$ cat config.mk
export PLATFORM = sky130hd
export DESIGN_NAME = oscr_regs
export DESIGN_NICKNAME = d
export VERILOG_FILES = /design/src/hdl/oscr_pkg.sv /design/src/hdl/oscr_regs.sv
export SDC_FILE = /design/constraint.sdc
export NUM_CORES = 1
export LEC_CHECK = 0
export ABC_AREA = 1
export BUFFER_PORTS_ARGS = -buffer_cell sky130_fd_sc_hd__buf_4
export CAP_MARGIN = 10
export CORE_MARGIN = 4
export CORE_UTILIZATION = 43
export CTS_CLUSTER_DIAMETER = 120
export DETAILED_ROUTE_END_ITERATION = 12
export SYNTH_ARGS = -nofsm -noshare
export SYNTH_HDL_FRONTEND = slang
export SYNTH_SLANG_ARGS = --single-unit
$ cat constraint.sdc
create_clock -name REF_CLK_IN -period 2.3 [get_ports REF_CLK_IN]
set_input_delay 0.345 -clock REF_CLK_IN [delete_from_list [all_inputs] [get_ports REF_CLK_IN]]
set_output_delay 0.345 -clock REF_CLK_IN [all_outputs]
set_load 0.02 [all_outputs]
$ cat src/hdl/oscr_pkg.sv
// Package with register map, field layout, reset values and carriers of the oscillator regs.
package oscr_pkg;
   localparam int ADDR_W = 32;
   localparam int DATA_W = 16;
   localparam logic [31:0] FAST_CTRL_OFS = 32'h5000_0024;
   localparam logic [31:0] SLOW_CTRL_OFS = 32'h5000_0026;
   localparam logic [31:0] REF_TRIM_OFS = 32'h5000_0028;
   localparam logic [31:0] ANA_STAT_OFS = 32'h5000_002a;
   localparam logic [31:0] XTAL_TRIM_OFS = 32'h5000_0030;
   localparam logic [31:0] XTAL_RDY_OFS = 32'h5000_0034;
   // Widths of each register, all writable but the status word; the bits above read as zero.
   localparam int FAST_W = 11;
   localparam int SLOW_W = 12;
   localparam int REF_W = 10;
   localparam int XTAL_W = 16;
   localparam int RDY_W = 8;
   localparam int ANA_W = 13;
   // Reset images: fast cap 0xf, range 0, bias 0x7, off 0.
   localparam logic [10:0] FAST_RST = 11'h78e;
   // Slow osc: bias 0xa, unit cap 1, cap adjust 0x1f, res 0, on 0.
   localparam logic [11:0] SLOW_RST = 12'hafc;
   localparam logic [9:0] REF_RST = 10'h000;
   localparam logic [15:0] XTAL_RST = 16'h00aa;
   localparam logic [7:0] RDY_RST = 8'h00;
   // Ramp trim takes over from the start trim after this timeout.
   localparam int CLK_PERIOD_PS = 25000;
   localparam int RAMP_TIMEOUT_US = 32;
   localparam int RAMP_TIMEOUT_CYC = (RAMP_TIMEOUT_US * 1000000 + CLK_PERIOD_PS - 1) / CLK_PERIOD_PS;
   localparam int TMO_W = 11;

   typedef struct packed {
      logic [3:0] fast_osc_cap_adjust;
      logic [1:0] fast_osc_coarse_range;
      logic [3:0] fast_osc_bias_adjust;
      logic fast_osc_off;
      logic [3:0] slow_osc_regulator_bias;
      logic slow_osc_unit_cap;
      logic [4:0] slow_osc_cap_adjust;
      logic slow_osc_res_select;
      logic slow_osc_on;
      logic [4:0] reference_current_trim;
      logic [4:0] reference_voltage_trim;
   } oscr_ctrl_t;

   // Analog monitor levels, laid out as bits 12:0 of the status word, where spare reads as zero.
   typedef struct packed {
      logic wake_tree_output;
      logic spare;
      logic converter_adc_reg_good;
      logic crystal_reg_good;
      logic boost_detected;
      logic high_rail_ok;
      logic low_rail_ok;
      logic reference_good;
      logic high_below_low;
      logic high_above_low;
      logic switcher_rail_good;
      logic low_reg_good;
      logic core_reg_good;
   } oscr_ana_t;

   typedef enum logic [3:0] {
      TRIM_IDLE = 4'h1,
      TRIM_START = 4'h2,
      TRIM_RAMP = 4'h4,
      TRIM_FINAL = 4'h8
   } oscr_trim_st_t;
endpackage : oscr_pkg

$ cat src/hdl/oscr_regs.sv
// Oscillator trim, reference trim, analog status and crystal-ready counter registers.
//
// What this block does
// - Fast osc cap adjust, 4 bits, reset 0xf.
// - Fast osc coarse range, 2 bits, reset 0.
// - Off bit stops fast osc; sleep stops it.
// - Slow osc regulator bias, 4 bits, reset 0xa.
// - Slow osc unit cap bit, reset one.
// - Slow osc cap adjust, 5 bits, reset 0x1f.
// - Slow osc resistance select, reset zero.
// - Slow osc runs only when enabled, reset off.
// - Reference current and voltage trims, reset zero.
// - Status shows wake tree output.
// - Status shows high and low rail monitors.
// - Status shows reference and regulator good flags.
// - Status shows rail comparator results.
// - Status shows boost detect and converter good.
// - Crystal ramp and start trims, start 0xaa.
// - Count slow clocks after enable, then interrupt.
// - Zero settle count raises no interrupt.
// - Start trim, ramp after 32us, final on amplitude.
`timescale 1ns/100ps
module oscr_regs (
   input wire logic REF_CLK_IN, // 40 MHz register clock
   input wire logic RESET_IN, // Synchronous reset, active high
   input wire logic [31:0] ADDR_IN, // Register address
   input wire logic [15:0] WDATA_IN, // Write data
   input wire logic WR_IN, // Write strobe
   input wire logic RD_IN, // Read strobe
   output logic [15:0] RDATA_OUT, // Read data, cycle after strobe
   input wire oscr_pkg::oscr_ana_t ANA_IN, // Asynchronous analog monitor levels
   input wire logic SLEEP_IN, // System sleep request, asynchronous
   input wire logic CLK32K_IN, // 32 kHz clock, sampled as data
   input wire logic XTAL_EN_IN, // Crystal enable level, asynchronous
   input wire logic XTAL_AMPL_OK_IN, // Crystal amplitude reached, moves trim to final
   input wire logic TWO_STAGE_IN, // Two-stage trim option selected
   input wire logic [7:0] FINAL_TRIM_IN, // Final crystal trim value
   output oscr_pkg::oscr_ctrl_t CTRL_OUT, // Oscillator and reference trims
   output logic FAST_OSC_RUN_OUT, // Fast RC oscillator runs
   output logic [7:0] XTAL_TRIM_OUT, // Trim applied to the crystal
   output logic XTAL_SETTLED_IRQ_OUT // Crystal-ready pulse, one cycle
);
   localparam int SYNC_W = oscr_pkg::ANA_W + 5;

   logic [10:0] fast_q;
   logic [10:0] fast_d;
   logic [11:0] slow_q;
   logic [11:0] slow_d;
   logic [9:0] ref_q;
   logic [9:0] ref_d;
   logic [15:0] xtal_q;
   logic [15:0] xtal_d;
   logic [7:0] rdy_q;
   logic [7:0] rdy_d;
   logic [15:0] rdata_q;
   logic [15:0] rdata_d;
   oscr_pkg::oscr_ctrl_t ctrl_q;
   oscr_pkg::oscr_ctrl_t ctrl_d;
   logic run_q;
   logic run_d;

   // Register file.
   always_comb begin
      fast_d = fast_q;
      slow_d = slow_q;
      ref_d = ref_q;
      xtal_d = xtal_q;
      rdy_d = rdy_q;
      if (WR_IN) begin
         if (ADDR_IN == oscr_pkg::FAST_CTRL_OFS) begin
            fast_d = WDATA_IN[10:0];
         end else if (ADDR_IN == oscr_pkg::SLOW_CTRL_OFS) begin
            slow_d = WDATA_IN[11:0];
         end else if (ADDR_IN == oscr_pkg::REF_TRIM_OFS) begin
            ref_d = WDATA_IN[9:0];
         end else if (ADDR_IN == oscr_pkg::XTAL_TRIM_OFS) begin
            xtal_d = WDATA_IN;
         end else if (ADDR_IN == oscr_pkg::XTAL_RDY_OFS) begin
            rdy_d = WDATA_IN[7:0];
         end
      end
   end

   always_ff @(posedge REF_CLK_IN) begin
      if (RESET_IN) begin
         fast_q <= oscr_pkg::FAST_RST;
         slow_q <= oscr_pkg::SLOW_RST;
         ref_q <= oscr_pkg::REF_RST;
         xtal_q <= oscr_pkg::XTAL_RST;
         rdy_q <= oscr_pkg::RDY_RST;
      end else begin
         fast_q <= fast_d;
         slow_q <= slow_d;
         ref_q <= ref_d;
         xtal_q <= xtal_d;
         rdy_q <= rdy_d;
      end
   end

   // Pin synchronisers. The first stage feeds only the second stage.
   logic [SYNC_W-1:0] sync1_q;
   logic [SYNC_W-1:0] sync2_q;
   logic [SYNC_W-1:0] sync_pins;
   logic [12:0] ana_s;
   logic sleep_s;
   logic clk32_s;
   logic xen_s;
   logic ampl_s;
   logic two_s;

   assign sync_pins = {ANA_IN, SLEEP_IN, CLK32K_IN, XTAL_EN_IN, XTAL_AMPL_OK_IN, TWO_STAGE_IN};
   assign ana_s = sync2_q[SYNC_W-1:5];
   assign sleep_s = sync2_q[4];
   assign clk32_s = sync2_q[3];
   assign xen_s = sync2_q[2];
   assign ampl_s = sync2_q[1];
   assign two_s = sync2_q[0];

   always_ff @(posedge REF_CLK_IN) begin
      if (RESET_IN) begin
         sync1_q <= '0;
         sync2_q <= '0;
      end else begin
         sync1_q <= sync_pins;
         sync2_q <= sync1_q;
      end
   end

   // Read path. The status word has no write decode, so writes to it fall away.
   always_comb begin
      rdata_d = 16'h0000;
      if (RD_IN) begin
         if (ADDR_IN == oscr_pkg::FAST_CTRL_OFS) begin
            rdata_d = {5'h00, fast_q};
         end else if (ADDR_IN == oscr_pkg::SLOW_CTRL_OFS) begin
            rdata_d = {4'h0, slow_q};
         end else if (ADDR_IN == oscr_pkg::REF_TRIM_OFS) begin
            rdata_d = {6'h00, ref_q};
         end else if (ADDR_IN == oscr_pkg::ANA_STAT_OFS) begin
            rdata_d = {3'h0, ana_s[12], 1'b0, ana_s[10:0]};
         end else if (ADDR_IN == oscr_pkg::XTAL_TRIM_OFS) begin
            rdata_d = xtal_q;
         end else if (ADDR_IN == oscr_pkg::XTAL_RDY_OFS) begin
            rdata_d = {8'h00, rdy_q};
         end
      end
   end

   // Trim outputs and fast oscillator run control.
   always_comb begin
      ctrl_d.fast_osc_cap_adjust = fast_q[10:7];
      ctrl_d.fast_osc_coarse_range = fast_q[6:5];
      ctrl_d.fast_osc_bias_adjust = fast_q[4:1];
      ctrl_d.fast_osc_off = fast_q[0];
      ctrl_d.slow_osc_regulator_bias = slow_q[11:8];
      ctrl_d.slow_osc_unit_cap = slow_q[7];
      ctrl_d.slow_osc_cap_adjust = slow_q[6:2];
      ctrl_d.slow_osc_res_select = slow_q[1];
      ctrl_d.slow_osc_on = slow_q[0];
      ctrl_d.reference_current_trim = ref_q[9:5];
      ctrl_d.reference_voltage_trim = ref_q[4:0];
      // Sleep drops the oscillator without touching the software bit.
      run_d = ~fast_q[0] & ~sleep_s;
   end

   always_ff @(posedge REF_CLK_IN) begin
      if (RESET_IN) begin
         rdata_q <= 16'h0000;
         ctrl_q <= '0;
         run_q <= 1'b0;
      end else begin
         rdata_q <= rdata_d;
         ctrl_q <= ctrl_d;
         run_q <= run_d;
      end
   end

   assign RDATA_OUT = rdata_q;
   assign CTRL_OUT = ctrl_q;
   assign FAST_OSC_RUN_OUT = run_q;

   // Crystal-ready counter. The 32 kHz clock is sampled, so it counts rising edges
   // seen on the register clock; this costs up to three cycles of latency per edge.
   logic clk32_prev_q;
   logic xen_prev_q;
   logic armed_q;
   logic armed_d;
   logic [7:0] cnt_q;
   logic [7:0] cnt_d;
   logic irq_q;
   logic irq_d;
   logic slow_edge;
   logic xen_rise;

   assign slow_edge = clk32_s & ~clk32_prev_q;
   assign xen_rise = xen_s & ~xen_prev_q;

   always_comb begin
      armed_d = armed_q;
      cnt_d = cnt_q;
      irq_d = 1'b0;
      if (!xen_s) begin
         armed_d = 1'b0;
      end else if (xen_rise) begin
         cnt_d = 8'h00;
         armed_d = (rdy_q != 8'h00);
      end else if (rdy_q == 8'h00) begin
         armed_d = 1'b0;
      end else if (armed_q && slow_edge) begin
         cnt_d = cnt_q + 8'h01;
         if (cnt_q + 8'h01 == rdy_q) begin
            irq_d = 1'b1;
            armed_d = 1'b0;
         end
      end
   end

   always_ff @(posedge REF_CLK_IN) begin
      if (RESET_IN) begin
         clk32_prev_q <= 1'b0;
         xen_prev_q <= 1'b0;
         armed_q <= 1'b0;
         cnt_q <= 8'h00;
         irq_q <= 1'b0;
      end else begin
         clk32_prev_q <= clk32_s;
         xen_prev_q <= xen_s;
         armed_q <= armed_d;
         cnt_q <= cnt_d;
         irq_q <= irq_d;
      end
   end

   assign XTAL_SETTLED_IRQ_OUT = irq_q;

   // Crystal trim sequencing.
   oscr_pkg::oscr_trim_st_t st_q;
   oscr_pkg::oscr_trim_st_t st_d;
   logic [oscr_pkg::TMO_W-1:0] tmo_q;
   logic [oscr_pkg::TMO_W-1:0] tmo_d;
   logic [7:0] trim_q;
   logic [7:0] trim_d;
   localparam logic [oscr_pkg::TMO_W-1:0] TMO_LAST =
      oscr_pkg::TMO_W'(oscr_pkg::RAMP_TIMEOUT_CYC - 1);

   always_comb begin
      st_d = st_q;
      tmo_d = tmo_q;
      case (st_q)
         oscr_pkg::TRIM_IDLE: begin
            tmo_d = '0;
            if (xen_rise) begin
               st_d = oscr_pkg::TRIM_START;
            end
         end
         oscr_pkg::TRIM_START: begin
            tmo_d = tmo_q + 1'b1;
            if (two_s && tmo_q >= TMO_LAST) begin
               st_d = oscr_pkg::TRIM_RAMP;
            end else if (!two_s && ampl_s) begin
               st_d = oscr_pkg::TRIM_FINAL;
            end
         end
         oscr_pkg::TRIM_RAMP: begin
            if (ampl_s) begin
               st_d = oscr_pkg::TRIM_FINAL;
            end
         end
         oscr_pkg::TRIM_FINAL: begin
            st_d = oscr_pkg::TRIM_FINAL;
         end
         default: begin
            st_d = oscr_pkg::TRIM_IDLE;
         end
      endcase
      if (!xen_s) begin
         st_d = oscr_pkg::TRIM_IDLE;
      end
      case (st_d)
         oscr_pkg::TRIM_START: trim_d = xtal_q[7:0];
         oscr_pkg::TRIM_RAMP: trim_d = xtal_q[15:8];
         default: trim_d = FINAL_TRIM_IN;
      endcase
   end

   always_ff @(posedge REF_CLK_IN) begin
      if (RESET_IN) begin
         st_q <= oscr_pkg::TRIM_IDLE;
         tmo_q <= '0;
         trim_q <= 8'h00;
      end else begin
         st_q <= st_d;
         tmo_q <= tmo_d;
         trim_q <= trim_d;
      end
   end

   assign XTAL_TRIM_OUT = trim_q;

   // Cycles spent in the start phase with two stages selected; only the timeout check reads it.
   logic [11:0] start_cyc_q;
   logic [11:0] start_cyc_d;

   always_comb begin
      start_cyc_d = 12'h000;
      if (st_q == oscr_pkg::TRIM_START && two_s) begin
         start_cyc_d = start_cyc_q + 12'h001;
      end
   end

   always_ff @(posedge REF_CLK_IN) begin
      if (RESET_IN) begin
         start_cyc_q <= 12'h000;
      end else begin
         start_cyc_q <= start_cyc_d;
      end
   end
endmodule : oscr_regs

==> impl_results.md <==
* CP Capture Type: flop
* LEAKAGE at between 4 and 5 nW
* Share of the synthesized area in the top cell type at just under 50%
* Final setup vio count at 0
* Post-CTS Hold Buffers at 0
* Synthesized Nets at ~1100
* Met2 WL post-DR at around 8 mm
* Die height at about 140 um
* MaxCap Viol Count at 0
* Critical Path Fanout Max at 10
* First-pass GRT wire length at between 30 and 40 mm
* First DRT Iteration DRCs at 431
* Die area at between 0.015 and 0.02 mm^2
* I/O pin total at approximately 140
* Final period util at ~80%
* CTS tree: done
* Setup TNS at 0 ns
* Share of layout cells above drive strength 1 at a little under a fifth
* Peak supply drop at around 0.5 mV
* Highest metal used: met4
* DP HPWL at approximately 14 mm
* Sequential share of the synthesized area at slightly below 50%
* Synth Flop Type: dfxtp_1
* Vias per Instance at ~4.7
* DRT antenna net count at 0
* Post-layout util at 55.28%
* Initial antenna violation count at 0
* Drt total wl at approximately 19 mm
* # diodes at 0
* Syn. warnings at 0
* DRC at 0
* Core Region at around 0.016 mm^2
* Root buf cell: clkbuf_16
* Skew final at 0.008785 ns
* Syn_area_per_cell at just over 7 um^2
* Final Hold Fails at 0
* Worst-path clk slew at roughly 0.070 ns
* Ys async rst share at 0%
* Slew @ Worst Pin at 1.062 ns
* Post-Syn Instances at approximately 1000
* Post-synth EDFFs at 0
* # H-tree levels at 4
* Port Buffers at roughly 140
* TritonRoute pass-1 iters at 5
* Cell Area, Synth at 0.007198 mm^2
* Die span in x at between 100 and 150 um
* RSZ-0062 raised after global routing: no
* Max Clk Rate at 0.5427 GHz
* Area leader, netlist: dfxtp_1
* Clock Latency Late Sink at ~0.43 ns
* DR WL/cell at roughly 14 um
* Top area cells in the synthesized netlist: dfxtp_1 49%, nand2_1 12%, nor2_1 8.9%
* Hold WC Path Type: primary input to flop
* All-layer global routing usage at 21.04%
* Slew margin rel. at 29.21%
* Vias in the first global route at 6076
* FF+latch count, synth at 176
* Vias at 6494
* Resized cells post-CTS at 0
* Maximum number of pins on one net before global-route repair at 103
* Crit start category: flop
* CTS buffer count at 17
* Gpl congestion at around 0.88
* Post-CTS Setup Bufs at 0
* Core Rows at 47
* Synthesis-to-finish area growth at 26.46%
* Global route total overflow at 0
* Minimum clock period at between 1.5 and 2 ns
* Initial Util at a little over two fifths
* WL met3 at approximately 1.4 mm
* CP arrival at about 2.2 ns
* Power per standard cell area at 718.4 mW/mm^2
* Fin nets at approximately 1200
* Cell variety after synth at 37
* Max clock buf depth at 2
* Status: finished, final reports clean
* Max-slew violations at 0
* Worst EP required at approximately 2.6 ns
* CTS sink cnt at roughly 180
* DRT met1 WL at about 9.1 mm
* CP Class: flop to flop
==> registers in the layout (all words and copies together), names as in the netlist, 4 cells and up <==
signal	cells
CTRL_OUT	33
sync1_q	17
sync2_q	17
RDATA_OUT	16
xtal_q	16
slow_q	12
fast_q	11
tmo_q	11
ref_q	10
XTAL_TRIM_OUT	8
cnt_q	8
rdy_q	8
st_q	4
==> per-layer routing <==
layer | vias to the layer above | global-route usage, %
met5 | - | 0
met2 | 214 | 31.48
met1 | 2809 | 29.18
met3 | 37 | 5.150
li1 | 3434 | -
met4 | 0 | 8.315
==> cells in the mapped netlist, types with 6 or more instances <==
cell / number
nand4_1: 19
inv_2: 7
o211ai_1: 13
nor3_1: 7
clkbuf_1: 21
nor2_1: 171
a211oi_1: 6
nand3b_1: 7
a21oi_1: 39
nand2_1: 237
nor2_2: 11
nand2_2: 7
dfxtp_1: 176
o21ai_0: 24
nand3_1: 85
inv_1: 143
==> cell type report <==
type	instances	area (um^2)
Timing Repair Buffer	151	1134
Sequential cell	176	3523
Tap cell	220	275.3
Clock buffer	22	464.2
Fill cell	1636	7363
Inverter	152	571.8
Multi-Input combinational cell	650	2978
Clock inverter	9	156.4
==> path summary, 6_finish.rpt <==
kind / start / to / slack (ns) / cells past startpoint
worst max register to register: tmo_q[0] / XTAL_TRIM_OUT[7] / 0.46 / 12
worst min register to register: sync2_q[4] / FAST_OSC_RUN_OUT / 0.38 / 1
worst max-delay path: tmo_q[0] / XTAL_TRIM_OUT[7] / 0.46 / 12
worst min-delay path: TWO_STAGE_IN / sync1_q[0] / 0.12 / 3
==> critical path, cell delays in order (launching register included) <==
cell and delay [ns]:
dfxtp_1 0.37, ha_1 0.19, nand2_1 0.11, nor2_1 0.16
nand3_1 0.10, nand3_1 0.09, nand2_1 0.05, nand2_1 0.09
nand2_1 0.21, nand3_1 0.16, nand3_1 0.09, nand2_1 0.08
inv_1 0.04
==> report_power, final <==
part,internal [W],switching (W)
Clock,0.00187,0.00117
Combinational,0.000162,0.000219
Sequential,0.00310,0.0000155
Total,0.00514,0.00140
==> kinds of logic after synthesis <==
family / Yosys count / share of synthesized area, %
buf+inv: 180 / 9.682
simple gates: 555 / 33.20
compound gates: 88 / 7.022
xor+xnor: 5 / 0.7996
fa+ha+maj: 2 / 0.3476
flops: 176 / 48.95
==> cell usage in the layout, fill, tap and decap left out, drive strengths merged, types with 2 or more instances in the layout <==
| cell | instances |
|---|---|
| o21ai | 25 |
| clkbuf | 22 |
| nor2 | 187 |
| clkinv | 3 |
| buf | 151 |
| dfxtp | 176 |
| nand3b | 7 |
| nor3 | 8 |
| ha | 2 |
| nand2 | 245 |
| xor2 | 3 |
| inv | 151 |
| bufinv | 4 |
| a21oi | 39 |
| nor4 | 2 |
| clkinvlp | 3 |
| nand3 | 86 |
| a211oi | 6 |
| o211ai | 13 |
| nand4 | 19 |
==> stage by stage <==
stage	setup slack, ns	hold WS [ns]	instances	instance area, um^2	total power (W)
CTS	0.4414	0.1021	1380	9102	0.006594
finish	0.4575	0.1176	1380	9102	0.006539
floorplan	0.6566	0.3673	1006	7198	0.003354
global placement	0.1779	0.3725	1349	8482	0.003568
detailed placement	0.1265	0.3754	1349	8482	0.003569
global route	0.2011	0.1060	1380	9102	0.006760
Note: power is estimated with default switching activity, not from simulation.
